[src/pfl_map.svh]
`ifndef PFL_MAP_SVH
`define PFL_MAP_SVH
// register offsets on the plain register port
`define PFL_ADDR_INPUT    4'h0
`define PFL_ADDR_OUTPUT   4'h1
`define PFL_ADDR_DIR      4'h2
`define PFL_ADDR_IFG      4'h3
`define PFL_ADDR_IES      4'h4
`define PFL_ADDR_IE       4'h5
`define PFL_ADDR_SEL      4'h6
`define PFL_ADDR_PORT_DIS 4'h7
`define PFL_ADDR_FUSE     4'h8
// reset values
`define PFL_RST_BYTE      8'h00
// bit positions of special functions
`define PFL_BIT_ACLK      0
`define PFL_BIT_TCLK      1
`define PFL_BIT_CMP       2
`define PFL_BIT_CMP1      3
`define PFL_BIT_CMP2      4
`define PFL_BIT_OSC_RES   5
`define PFL_PIN_BITS      6
// fuse status field positions
`define PFL_FUSE_CHECK    0
`define PFL_FUSE_BYPASS   1
`define PFL_FUSE_SENSE    2
`endif

[src/pfl_pkg.sv]
package pfl_pkg;
  typedef logic [7:0] pfl_byte_t;
  typedef enum logic [1:0] {
    PFL_FUSE_IDLE   = 2'b00,
    PFL_FUSE_ACTIVE = 2'b01,
    PFL_FUSE_DONE   = 2'b10,
    PFL_FUSE_LOCKED = 2'b11
  } pfl_fuse_state_e;
endpackage : pfl_pkg

[src/pfl_pin_if.sv]
`timescale 1ns/1ps
interface pfl_pin_if;
  logic [7:0] sel;
  logic [7:0] dir;
  logic [7:0] out_latch;
  logic [7:0] pad_in;
  logic [7:0] port_dis;
  logic [7:0] alt_out;
  logic [7:0] pad_out;
  logic [7:0] pad_oe_n;
  logic [7:0] in_seen;
  modport ctl (output sel, dir, out_latch, pad_in, port_dis, alt_out,
               input pad_out, pad_oe_n, in_seen);
  modport mux (input sel, dir, out_latch, pad_in, port_dis, alt_out,
               output pad_out, pad_oe_n, in_seen);
endinterface : pfl_pin_if

[src/pfl_pad_mux.sv]
`timescale 1ns/1ps
`include "pfl_map.svh"
module pfl_pad_mux (
  pfl_pin_if.mux pins  // per-bit pad control
);
  genvar g;
  generate
    for (g = 0; g < 8; g++) begin : g_bit
      if (g < `PFL_PIN_BITS) begin : g_pin
        assign pins.pad_oe_n[g] = ~pins.dir[g];
        assign pins.pad_out[g]  = pins.sel[g] ? pins.alt_out[g]
                                              : pins.out_latch[g];
        assign pins.in_seen[g]  = pins.port_dis[g] ? 1'b0 : pins.pad_in[g];
      end else begin : g_nopin
        // unbonded: no pad, input reads the latch-free level low
        assign pins.pad_oe_n[g] = 1'b1;
        assign pins.pad_out[g]  = 1'b0;
        assign pins.in_seen[g]  = 1'b0;
      end
    end
  endgenerate
endmodule : pfl_pad_mux

[src/pfl_fuse_check.sv]
`timescale 1ns/1ps
`include "pfl_map.svh"
module pfl_fuse_check (
  input  wire logic clock_i,      // system clock
  input  wire logic rstn_i,       // power-on reset, active low
  input  wire logic test_pin_i,   // test pin level
  input  wire logic test_access_i,// test port access pulse
  input  wire logic fuse_blown_i, // fuse state
  output logic      check_o,      // fuse-check mode active
  output logic      sense_o,      // sense current enable
  output logic      bypass_o,     // test logic in bypass
  output logic      grant_o       // access accepted
);
  pfl_pkg::pfl_fuse_state_e state_reg;
  always_ff @(posedge clock_i or negedge rstn_i) begin
    if (!rstn_i) begin
      state_reg <= pfl_pkg::PFL_FUSE_IDLE;
    end else begin
      case (state_reg)
        pfl_pkg::PFL_FUSE_IDLE: begin
          if (fuse_blown_i) begin
            state_reg <= pfl_pkg::PFL_FUSE_LOCKED;
          end else if (test_access_i) begin
            state_reg <= pfl_pkg::PFL_FUSE_ACTIVE;
          end
        end
        pfl_pkg::PFL_FUSE_ACTIVE: begin
          if (fuse_blown_i) begin
            state_reg <= pfl_pkg::PFL_FUSE_LOCKED;
          end else if (!test_pin_i) begin
            state_reg <= pfl_pkg::PFL_FUSE_DONE;
          end
        end
        pfl_pkg::PFL_FUSE_DONE: begin
          if (fuse_blown_i) begin
            state_reg <= pfl_pkg::PFL_FUSE_LOCKED;
          end
        end
        default: state_reg <= pfl_pkg::PFL_FUSE_LOCKED;
      endcase
    end
  end
  assign check_o  = (state_reg == pfl_pkg::PFL_FUSE_ACTIVE);
  assign sense_o  = check_o & ~fuse_blown_i;
  assign bypass_o = (state_reg == pfl_pkg::PFL_FUSE_LOCKED) | fuse_blown_i;
  assign grant_o  = test_access_i & ~bypass_o;

  property p_fuse_lock;
    @(posedge clock_i) disable iff (!rstn_i)
      (state_reg == pfl_pkg::PFL_FUSE_LOCKED) |=> (state_reg == pfl_pkg::PFL_FUSE_LOCKED);
  endproperty
  a_fuse_lock: assert property (p_fuse_lock) else $error("fuse lock left");
  property p_fuse_end;
    @(posedge clock_i) disable iff (!rstn_i)
      (check_o && !test_pin_i && !fuse_blown_i) |=> !check_o && !sense_o;
  endproperty
  a_fuse_end: assert property (p_fuse_end) else $error("check not ended");
  property p_fuse_enter;
    @(posedge clock_i) disable iff (!rstn_i)
      (state_reg == pfl_pkg::PFL_FUSE_IDLE && test_access_i && !fuse_blown_i) |=> sense_o;
  endproperty
  a_fuse_enter: assert property (p_fuse_enter) else $error("no check mode");
  property p_fuse_refuse;
    @(posedge clock_i) disable iff (!rstn_i)
      fuse_blown_i |=> !check_o && !sense_o;
  endproperty
  a_fuse_refuse: assert property (p_fuse_refuse) else $error("blown fuse checked");
endmodule : pfl_fuse_check

[src/pfl_port_top.sv]
`timescale 1ns/1ps
`include "pfl_map.svh"
module pfl_port_top (
  input  wire logic       clock_i,         // 250 MHz system clock
  input  wire logic       rstn_i,          // asynchronous reset, active low
  input  wire logic [3:0] addr_i,          // register address
  input  wire logic [7:0] wdata_i,         // write data
  input  wire logic       wr_i,            // write strobe
  input  wire logic       rd_i,            // read strobe
  output logic      [7:0] rdata_o,         // read data, cycle after rd_i
  input  wire logic [7:0] pad_in_i,        // pad input levels
  output logic      [7:0] pad_out_o,       // pad output levels
  output logic      [7:0] pad_oe_n_o,      // pad output enable, low drives
  input  wire logic       aux_clock_i,     // auxiliary clock for bit 0
  input  wire logic       comparator_result_i, // comparator result
  input  wire logic       compare_out_1_i, // timer compare output 1
  input  wire logic       compare_out_2_i, // timer compare output 2
  output logic            timer_ext_clock_in_o, // timer external clock
  output logic            capture0_input_b_o,   // timer capture input b
  output logic      [7:0] pin_irq_request_o, // per-bit interrupt requests
  output logic            irq_o,           // combined interrupt, level
  input  wire logic       test_pin_i,      // test pin level
  input  wire logic       test_access_i,   // test port access pulse
  input  wire logic       fuse_blown_i,    // fuse is blown
  output logic            fuse_check_o,    // fuse-check mode active
  output logic            fuse_sense_o,    // fuse sense current on
  output logic            test_bypass_o,   // test logic bypass
  output logic            test_grant_o     // test access accepted
);
  pfl_pkg::pfl_byte_t pin_function_select_reg;
  pfl_pkg::pfl_byte_t pin_direction_reg;
  pfl_pkg::pfl_byte_t pin_output_latch_reg;
  pfl_pkg::pfl_byte_t pin_irq_enable_reg;
  pfl_pkg::pfl_byte_t pin_irq_flag_reg;
  pfl_pkg::pfl_byte_t pin_edge_select_reg;
  pfl_pkg::pfl_byte_t comparator_port_disable_reg;
  pfl_pkg::pfl_byte_t pin_input_read_reg;
  pfl_pkg::pfl_byte_t in_prev_reg;
  pfl_pkg::pfl_byte_t edge_hit;
  pfl_pkg::pfl_byte_t alt_out;
  logic         [7:0] rdata_next;
  logic               fuse_check;
  logic               fuse_sense;
  logic               fuse_bypass;
  logic               primed_reg;
  pfl_pin_if          pins ();

  // module outputs for selected bits
  always_comb begin
    alt_out                 = 8'h00;
    alt_out[`PFL_BIT_ACLK]  = aux_clock_i;
    alt_out[`PFL_BIT_TCLK]  = 1'b0;
    alt_out[`PFL_BIT_CMP]   = comparator_result_i;
    alt_out[`PFL_BIT_CMP1]  = compare_out_1_i;
    alt_out[`PFL_BIT_CMP2]  = compare_out_2_i;
    alt_out[`PFL_BIT_OSC_RES] = 1'b0;
  end

  assign pins.sel       = pin_function_select_reg;
  assign pins.dir       = pin_direction_reg;
  assign pins.out_latch = pin_output_latch_reg;
  assign pins.pad_in    = pad_in_i;
  assign pins.port_dis  = comparator_port_disable_reg;
  assign pins.alt_out   = alt_out;

  pfl_pad_mux u_mux (
    .pins (pins.mux)
  );

  assign pad_out_o  = pins.pad_out;
  assign pad_oe_n_o = pins.pad_oe_n;

  // timer inputs taken from the isolated pin level
  assign timer_ext_clock_in_o = pins.in_seen[`PFL_BIT_TCLK];
  assign capture0_input_b_o   = pins.in_seen[`PFL_BIT_CMP];

  // input sampling and edge history
  always_ff @(posedge clock_i or negedge rstn_i) begin
    if (!rstn_i) begin
      pin_input_read_reg <= `PFL_RST_BYTE;
      in_prev_reg        <= `PFL_RST_BYTE;
      primed_reg         <= 1'b0;
    end else begin
      // first sample seeds both stages, so no false edge follows reset
      pin_input_read_reg <= pins.in_seen;
      in_prev_reg        <= primed_reg ? pin_input_read_reg : pins.in_seen;
      primed_reg         <= 1'b1;
    end
  end

  genvar g;
  generate
    for (g = 0; g < 8; g++) begin : g_edge
      if (g < `PFL_PIN_BITS) begin : g_pin
        // an isolated input never flags, even as the isolation cuts in
        assign edge_hit[g] = ~comparator_port_disable_reg[g] & (pin_edge_select_reg[g]
                           ? (in_prev_reg[g] & ~pin_input_read_reg[g])
                           : (~in_prev_reg[g] & pin_input_read_reg[g]));
      end else begin : g_soft
        assign edge_hit[g] = 1'b0;
      end
    end
  endgenerate

  // control registers
  always_ff @(posedge clock_i or negedge rstn_i) begin
    if (!rstn_i) begin
      pin_function_select_reg     <= `PFL_RST_BYTE;
      pin_direction_reg           <= `PFL_RST_BYTE;
      pin_output_latch_reg        <= `PFL_RST_BYTE;
      pin_irq_enable_reg          <= `PFL_RST_BYTE;
      pin_edge_select_reg         <= `PFL_RST_BYTE;
      comparator_port_disable_reg <= `PFL_RST_BYTE;
    end else if (wr_i) begin
      if (addr_i == `PFL_ADDR_OUTPUT) begin
        pin_output_latch_reg <= wdata_i;
      end else if (addr_i == `PFL_ADDR_DIR) begin
        pin_direction_reg <= wdata_i;
      end else if (addr_i == `PFL_ADDR_IES) begin
        pin_edge_select_reg <= wdata_i;
      end else if (addr_i == `PFL_ADDR_IE) begin
        pin_irq_enable_reg <= wdata_i;
      end else if (addr_i == `PFL_ADDR_SEL) begin
        pin_function_select_reg <= wdata_i;
      end else if (addr_i == `PFL_ADDR_PORT_DIS) begin
        comparator_port_disable_reg <= wdata_i;
      end
    end
  end

  // flags: software writes the value; an edge in the same cycle still sets
  always_ff @(posedge clock_i or negedge rstn_i) begin
    if (!rstn_i) begin
      pin_irq_flag_reg <= `PFL_RST_BYTE;
    end else if (wr_i && addr_i == `PFL_ADDR_IFG) begin
      pin_irq_flag_reg <= wdata_i | edge_hit;
    end else begin
      pin_irq_flag_reg <= pin_irq_flag_reg | edge_hit;
    end
  end

  assign pin_irq_request_o = pin_irq_flag_reg & pin_irq_enable_reg;
  assign irq_o             = |pin_irq_request_o;

  // read path
  always_comb begin
    rdata_next = 8'h00;
    if (addr_i == `PFL_ADDR_INPUT) begin
      rdata_next = pin_input_read_reg;
    end else if (addr_i == `PFL_ADDR_OUTPUT) begin
      rdata_next = pin_output_latch_reg;
    end else if (addr_i == `PFL_ADDR_DIR) begin
      rdata_next = pin_direction_reg;
    end else if (addr_i == `PFL_ADDR_IFG) begin
      rdata_next = pin_irq_flag_reg;
    end else if (addr_i == `PFL_ADDR_IES) begin
      rdata_next = pin_edge_select_reg;
    end else if (addr_i == `PFL_ADDR_IE) begin
      rdata_next = pin_irq_enable_reg;
    end else if (addr_i == `PFL_ADDR_SEL) begin
      rdata_next = pin_function_select_reg;
    end else if (addr_i == `PFL_ADDR_PORT_DIS) begin
      rdata_next = comparator_port_disable_reg;
    end else if (addr_i == `PFL_ADDR_FUSE) begin
      rdata_next[`PFL_FUSE_CHECK]  = fuse_check;
      rdata_next[`PFL_FUSE_BYPASS] = fuse_bypass;
      rdata_next[`PFL_FUSE_SENSE]  = fuse_sense;
    end
  end

  always_ff @(posedge clock_i or negedge rstn_i) begin
    if (!rstn_i) begin
      rdata_o <= `PFL_RST_BYTE;
    end else if (rd_i) begin
      rdata_o <= rdata_next;
    end else begin
      rdata_o <= 8'h00;
    end
  end

  pfl_fuse_check u_fuse (
    .clock_i       (clock_i),
    .rstn_i        (rstn_i),
    .test_pin_i    (test_pin_i),
    .test_access_i (test_access_i),
    .fuse_blown_i  (fuse_blown_i),
    .check_o       (fuse_check),
    .sense_o       (fuse_sense),
    .bypass_o      (fuse_bypass),
    .grant_o       (test_grant_o)
  );
  assign fuse_check_o  = fuse_check;
  assign fuse_sense_o  = fuse_sense;
  assign test_bypass_o = fuse_bypass;

  property p_dir;
    @(posedge clock_i) disable iff (!rstn_i)
      (wr_i && addr_i == `PFL_ADDR_DIR) |=> (pad_oe_n_o[5:0] == ~$past(wdata_i[5:0]));
  endproperty
  a_dir: assert property (p_dir) else $error("direction not applied");
  property p_aclk;
    @(posedge clock_i) disable iff (!rstn_i)
      pin_function_select_reg[`PFL_BIT_ACLK] |-> pad_out_o[`PFL_BIT_ACLK] == aux_clock_i;
  endproperty
  a_aclk: assert property (p_aclk) else $error("aux clock not on pin");
  property p_tclk;
    @(posedge clock_i) disable iff (!rstn_i)
      pin_function_select_reg[`PFL_BIT_TCLK] |-> !pad_out_o[`PFL_BIT_TCLK];
  endproperty
  a_tclk: assert property (p_tclk) else $error("bit 1 output not low");
  property p_cmp;
    @(posedge clock_i) disable iff (!rstn_i)
      pin_function_select_reg[`PFL_BIT_CMP] |->
        pad_out_o[`PFL_BIT_CMP] == comparator_result_i;
  endproperty
  a_cmp: assert property (p_cmp) else $error("comparator not on pin");
  property p_soft;
    @(posedge clock_i) disable iff (!rstn_i)
      !(wr_i && addr_i == `PFL_ADDR_IFG) |=> $stable(pin_irq_flag_reg[7:6]);
  endproperty
  a_soft: assert property (p_soft) else $error("soft flag changed");
  property p_req;
    @(posedge clock_i) disable iff (!rstn_i)
      (pin_irq_flag_reg != 8'h00 && pin_irq_enable_reg == 8'hFF) |-> irq_o;
  endproperty
  a_req: assert property (p_req) else $error("request missing");
  property p_rise;
    @(posedge clock_i) disable iff (!rstn_i)
      (!pin_edge_select_reg[0] && !comparator_port_disable_reg[0] && !in_prev_reg[0]
        && pin_input_read_reg[0])
        |=> pin_irq_flag_reg[0];
  endproperty
  a_rise: assert property (p_rise) else $error("rising edge lost");
  property p_isolate;
    @(posedge clock_i) disable iff (!rstn_i)
      comparator_port_disable_reg[3] ##1 comparator_port_disable_reg[3]
        |-> !pin_input_read_reg[3];
  endproperty
  a_isolate: assert property (p_isolate) else $error("disabled input leaks");
  property p_cmp1;
    @(posedge clock_i) disable iff (!rstn_i)
      pin_function_select_reg[`PFL_BIT_CMP1] |-> pad_out_o[`PFL_BIT_CMP1] == compare_out_1_i;
  endproperty
  a_cmp1: assert property (p_cmp1) else $error("compare output 1 not on pin");
  property p_cmp2;
    @(posedge clock_i) disable iff (!rstn_i)
      pin_function_select_reg[`PFL_BIT_CMP2] |-> pad_out_o[`PFL_BIT_CMP2] == compare_out_2_i;
  endproperty
  a_cmp2: assert property (p_cmp2) else $error("compare output 2 not on pin");
  property p_osc_res;
    @(posedge clock_i) disable iff (!rstn_i)
      pin_function_select_reg[`PFL_BIT_OSC_RES] |-> !pad_out_o[`PFL_BIT_OSC_RES];
  endproperty
  a_osc_res: assert property (p_osc_res) else $error("bit 5 output not low");
  property p_latch;
    @(posedge clock_i) disable iff (!rstn_i)
      !pin_function_select_reg[`PFL_BIT_ACLK] |->
        pad_out_o[`PFL_BIT_ACLK] == pin_output_latch_reg[`PFL_BIT_ACLK];
  endproperty
  a_latch: assert property (p_latch) else $error("latch not on pin");
  property p_oe_hold;
    @(posedge clock_i) disable iff (!rstn_i)
      !(wr_i && addr_i == `PFL_ADDR_DIR) |=> $stable(pad_oe_n_o);
  endproperty
  a_oe_hold: assert property (p_oe_hold) else $error("direction moved");
  property p_tclk_in;
    @(posedge clock_i) disable iff (!rstn_i)
      timer_ext_clock_in_o ==
        (pad_in_i[`PFL_BIT_TCLK] & !comparator_port_disable_reg[`PFL_BIT_TCLK]);
  endproperty
  a_tclk_in: assert property (p_tclk_in) else $error("timer clock not routed");
  property p_capb;
    @(posedge clock_i) disable iff (!rstn_i)
      capture0_input_b_o ==
        (pad_in_i[`PFL_BIT_CMP] & !comparator_port_disable_reg[`PFL_BIT_CMP]);
  endproperty
  a_capb: assert property (p_capb) else $error("capture input not routed");
  property p_latch_keep;
    @(posedge clock_i) disable iff (!rstn_i)
      (wr_i && addr_i == `PFL_ADDR_OUTPUT) |=> pin_output_latch_reg == $past(wdata_i);
  endproperty
  a_latch_keep: assert property (p_latch_keep) else $error("latch bits lost");
  property p_sel_keep;
    @(posedge clock_i) disable iff (!rstn_i)
      (wr_i && addr_i == `PFL_ADDR_SEL) |=> pin_function_select_reg == $past(wdata_i);
  endproperty
  a_sel_keep: assert property (p_sel_keep) else $error("select bits lost");
  property p_ie_keep;
    @(posedge clock_i) disable iff (!rstn_i)
      (wr_i && addr_i == `PFL_ADDR_IE) |=> pin_irq_enable_reg == $past(wdata_i);
  endproperty
  a_ie_keep: assert property (p_ie_keep) else $error("enable bits lost");
  property p_rd_latch;
    @(posedge clock_i) disable iff (!rstn_i)
      (rd_i && addr_i == `PFL_ADDR_OUTPUT) |=> rdata_o == $past(pin_output_latch_reg);
  endproperty
  a_rd_latch: assert property (p_rd_latch) else $error("latch read wrong");
  property p_soft_write;
    @(posedge clock_i) disable iff (!rstn_i)
      (wr_i && addr_i == `PFL_ADDR_IFG) |=> pin_irq_flag_reg[7:6] == $past(wdata_i[7:6]);
  endproperty
  a_soft_write: assert property (p_soft_write) else $error("soft flag not written");
  property p_soft_irq;
    @(posedge clock_i) disable iff (!rstn_i)
      (wr_i && addr_i == `PFL_ADDR_IFG && wdata_i[7] && pin_irq_enable_reg[7])
        |=> pin_irq_request_o[7] && irq_o;
  endproperty
  a_soft_irq: assert property (p_soft_irq) else $error("soft interrupt missing");
  property p_clear;
    @(posedge clock_i) disable iff (!rstn_i)
      (wr_i && addr_i == `PFL_ADDR_IFG && wdata_i == 8'h00 && edge_hit == 8'h00)
        |=> pin_irq_flag_reg == 8'h00;
  endproperty
  a_clear: assert property (p_clear) else $error("flags not cleared");
  property p_fall;
    @(posedge clock_i) disable iff (!rstn_i)
      (pin_edge_select_reg[5] && !comparator_port_disable_reg[5]
        && in_prev_reg[5] && !pin_input_read_reg[5])
        |=> pin_irq_flag_reg[5];
  endproperty
  a_fall: assert property (p_fall) else $error("falling edge lost");
  property p_isolate_flag;
    @(posedge clock_i) disable iff (!rstn_i)
      (comparator_port_disable_reg[2] && !(wr_i && addr_i == `PFL_ADDR_IFG))
        |=> $stable(pin_irq_flag_reg[2]);
  endproperty
  a_isolate_flag: assert property (p_isolate_flag) else $error("isolated pin flagged");
  property p_bypass;
    @(posedge clock_i) disable iff (!rstn_i)
      fuse_blown_i |-> test_bypass_o && !test_grant_o;
  endproperty
  a_bypass: assert property (p_bypass) else $error("blown fuse not bypassed");
endmodule : pfl_port_top

[config.mk]
export PLATFORM = sky130hd
export DESIGN_NAME = pfl_port_top
export DESIGN_NICKNAME = d
export VERILOG_FILES = /design/src/pfl_pkg.sv /design/src/pfl_pin_if.sv /design/src/pfl_pad_mux.sv /design/src/pfl_fuse_check.sv /design/src/pfl_port_top.sv
export VERILOG_INCLUDE_DIRS = /design/src
export SDC_FILE = /design/constraint.sdc
export NUM_CORES = 1
export LEC_CHECK = 0
export BUFFER_PORTS_ARGS = -buffer_cell sky130_fd_sc_hd__buf_2
export CELL_PAD_IN_SITES_DETAIL_PLACEMENT = 1
export CELL_PAD_IN_SITES_GLOBAL_PLACEMENT = 2
export CORE_ASPECT_RATIO = 1.1
export CORE_MARGIN = 2
export CORE_UTILIZATION = 37
export DETAILED_ROUTE_END_ITERATION = 6
export GPL_ROUTABILITY_DRIVEN = 0
export GPL_TIMING_DRIVEN = 0
export PLACE_DENSITY = 0.87
export SYNTH_ARGS = -nofsm -noshare
export SYNTH_HDL_FRONTEND = slang
export SYNTH_HIERARCHICAL = 1
export SYNTH_SLANG_ARGS = --single-unit
[constraint.sdc]
create_clock -name clock_i -period 2.3 [get_ports clock_i]
set_clock_uncertainty 0.15 [all_clocks]
set_input_delay 0.23 -clock clock_i [delete_from_list [all_inputs] [get_ports clock_i]]
set_output_delay 0.23 -clock clock_i [all_outputs]
set_load 0.01 [all_outputs]
==> results by stage <==
Clocking:
- The maximum clock insertion buffer count is 2.
- After clock tree synthesis, the clock-pin slew on the worst setup and hold paths is 0.06 ns.
- Counting the buffers created by CTS gives 9.
- The root buffer cell is sky130_fd_sc_hd__clkbuf_16.
- TritonCTS built the clock tree.
- The clock reaches the later pin of the worst-skew pair after 0.34 ns.
- The clock drives 81 sinks.
- The H-tree depth reported by CTS is 3.

Worst setup path:
- Together, buffers and inverters on the worst path number 1.
- Traced cell by cell, the critical path runs through and2_4 > or4_4 > or4_4 > buf_6.
- Counting stages on the worst path, the most repeated cell is sky130_fd_sc_hd__or4_4.
- The maximum cell stage delay along the critical path is 0.52 ns.
- The worst setup path is captured at a primary output.
- Among all stages on the critical path, the largest delay is contributed by sky130_fd_sc_hd__or4_4.
- The arrival time at the worst endpoint is 1.99 ns.
- Among cell families on the critical path, the largest total delay comes from simple AND/OR/NAND/NOR gates.
- The type of the worst setup path is flip-flop to primary output.
- Of all nets on the critical path, the largest fanout is 2.
- At the worst endpoint, the required time is 1.92 ns.
- STA classifies the critical path startpoint as a flip-flop.

Global routing:
- Summed over all layers, the global routing overflow is 0.
- The via count of the first global-routing pass is 3285.
- The wire length of the first global-routing pass is 18260 um.
- The pin count of the biggest net entering global routing is 47.
- The initial antenna violation count is 0.
- Across every metal layer, demand over resource in global routing totals 0.2034.

Synth:
- The post-synthesis instance total is 355.
- The sequential share of the synthesized area is 0.4962.
- Counting flops with a built-in enable in the synthesized netlist gives 0.
- In this run the mean area of a mapped cell was 11.51 um2.
- The number of different library cells used by synthesis comes to 48.
- The total of warnings raised by yosys is 6.
- The most used flip-flop cell after synthesis is sky130_fd_sc_hd__dfrtp_1.
- The synthesized design contains 81 register bits.
- The share of synthesized flip-flops with an asynchronous set or reset is 1.000.
- The mapped netlist covers 4085 um2.

Die:
- The width of the die is 104.2 um.
- The starting utilization of the core area is 0.3762.
- The boundary pin count is 70.
- In this run the standard cell core region covers 10860 um2.
- The vertical die dimension is 114.2 um.
- The die footprint is 11900 um2.
- In this run the core area contains 40 standard-cell rows.

Drt:
- The post-detailed-route count of antenna-violating nets is 0.
- For this run, design rule violations remaining after detail routing come to 0.
- The routed layout has 3092 vias.
- The first routing iteration left 133 violations.
- Dividing the detail-routed wire length by the instance count gives 19.36 um.
- The pre-antenna-repair detailed-routing pass consisted of 4 iterations.
- Using the TritonRoute via totals, the vias-per-cell ratio works out to 5.179.
- The aggregate routed wire length is 11560 um.

Timing:
- Static timing analysis puts the maximum clock frequency at 421.4 MHz.
- Headroom to the max-slew limit came out at 0.3632.
- The final worst-path setup slack is -0.07312 ns.
- The number of failing hold endpoints at the final stage is 0.
- The max-slew violation count was 0.
- Setup violations remaining at the end of the flow were counted as 1.
- Adding up every negative setup slack in the final design gives -0.07312 ns.
- The transition at the pin with the smallest max-transition slack is 0.9480 ns.
- Setup repair after global routing could not meet its margin everywhere.
- In the finished design, the share of the clock period the worst path needs comes to 1.032.
- The worst path in the final design needs a cycle of 2.373 ns, including I/O delays and setup.

Layout:
- The share of cells above drive strength 1 is 0.4044.
- The number of antenna diodes in the final layout is 0.
- After the last flow step, the layout net total stands at 476.
- The leading cell type in the layout, fill and taps excluded is sky130_fd_sc_hd__dfrtp_1.
- For this run, the share of the core covered by cells in the final layout is 0.4672.
- Relative to the synthesized area, the layout overhead comes to 24.20%.
- The total area of multi-input combinational cells is 1913 um2.
- The flip-flop and latch area is 2027 um2.
- The number of fill cells is 1215.
- In the layout the commonest cells are sky130_fd_sc_hd__dfrtp_1 (81), sky130_fd_sc_hd__buf_2 (67), sky130_fd_sc_hd__mux2_2 (56).

Place:
- The count of input and output buffers is 60.
- After legalization and detailed placement, the total HPWL measured 7824 um.

Run status:
- The flow ran to the end, but the final reports show violations.
- The final reports fail on negative setup slack.

Power:
- The power per cell area is 876.7 nW/um2.
- IR analysis of the VDD net gives a maximum drop of 0.0004151 V.
- In this run the static leakage power is 2.380 nW.
- The total power of the final layout is 0.004448 W.

Run:
- Max-cap violations in this run came to 0.

Worst hold path:
- The worst min-delay path category is input pin to flip-flop.
[repair_timing]
| action | 4_1_cts | 5_1_grt |
|---|---|---|
| endpoints found under the setup margin | 1 | 1 |
| hold buffers | 5 | 0 |
| setup buffers | 7 | 1 |
| gates resized for setup | 5 | 2 |
| pin swaps | 4 | 1 |
| hold endpoints to repair | 39 | 0 |
[report_power, final]
group	internal [W]	switching, W	total [W]
sequential	0.00169	0.000216	0.00190
combinational	0.000529	0.000453	0.000982
clock	0.000983	0.000578	0.00156
total	0.00320	0.00125	0.00445
[kinds of logic (layout without fill, tap and decap cells)]
group,after synthesis,in the layout,synth area share
other,4,9,0.003674
AO/OA/AOI/OAI,64,64,0.1051
multiplexers,81,81,0.2233
buffers and inverters,35,125,0.04410
AND/OR/NAND/NOR,90,90,0.1277
flip-flops,81,81,0.4962
[cell type report]
| class | instances | area share |
|---|---|---|
| plain buffers | 22 | 0.02589 |
| clock buffers | 12 | 0.04858 |
| clock inverters | 4 | 0.01504 |
| inverters | 13 | 0.009618 |
| multi-input cells | 244 | 0.3771 |
| flip-flops and latches | 81 | 0.3995 |
| well taps | 147 | 0.03625 |
| repair buffers | 74 | 0.08804 |
[metal layers]
metal	share of wire	vias up	GRT usage	wire length [um]
li1	-	1434	-	-
met1	0.45	1559	0.2612	5201
met2	0.49	83	0.3447	5675
met3	0.037	16	0.03301	424
met4	0.022	0	0.08288	257
met5	0	-	0	0
[stage by stage]
stage	worst slack [ns]	hold WS, ns	std cells	area (um2)
finish	-0.07312	0.005724	597	5074
global route	-0.1012	0.01710	597	5074
CTS	-0.08426	0.001471	596	5061
detailed placement	-0.001592	0.08346	568	4618
global placement	0.01219	0.2744	567	4588
floorplan	0.3370	-0.2156	360	4104
[synth_stat cells, drive strengths merged (2+ instances only)]
cell type,instances,share of area
o311a,5,0.013
a32o,2,0.0049
nand2b,7,0.011
or3,2,0.0031
mux2,63,0.18
a211o,5,0.011
o22ai,7,0.011
mux2i,18,0.044
conb,4,0.0037
clkbuf,4,0.0037
buf,18,0.028
and2,8,0.013
nor2b,11,0.017
o21ai,19,0.023
dfrtp,81,0.50
inv,12,0.011
nand2,13,0.012
nor2,35,0.033
nor4,2,0.010
a21oi,15,0.018
nor3,5,0.014
or4,3,0.0055
[worst paths after layout]
path                                                     start                    end  slack [ns]  cells past startpoint
worst min-delay path                              fuse_blown_i    u_fuse/state_reg[1]       0.006                      3
worst max register to register          pin_edge_select_reg[1]             rdata_o[1]        0.69                      4
min in group asynchronous                               rstn_i   pin_direction_reg[7]        0.25                      2
worst max-delay path                     pin_irq_enable_reg[2]                  irq_o       -0.07                      4
worst min register to register  comparator_port_disable_reg[4]  pin_input_read_reg[4]        0.35                      1
max in group asynchronous                               rstn_i  pin_input_read_reg[2]        1.15                      3
[tightest hold or removal path: cells and delay by family]
| family | cells | cell delay [ns] |
|---|---|---|
| AO/OA/AOI/OAI | 1 | 0.06 |
| buffers and inverters | 1 | 0.12 |
| AND/OR/NAND/NOR | 1 | 0.04 |
Note: power is estimated with default switching activity, not from simulation.
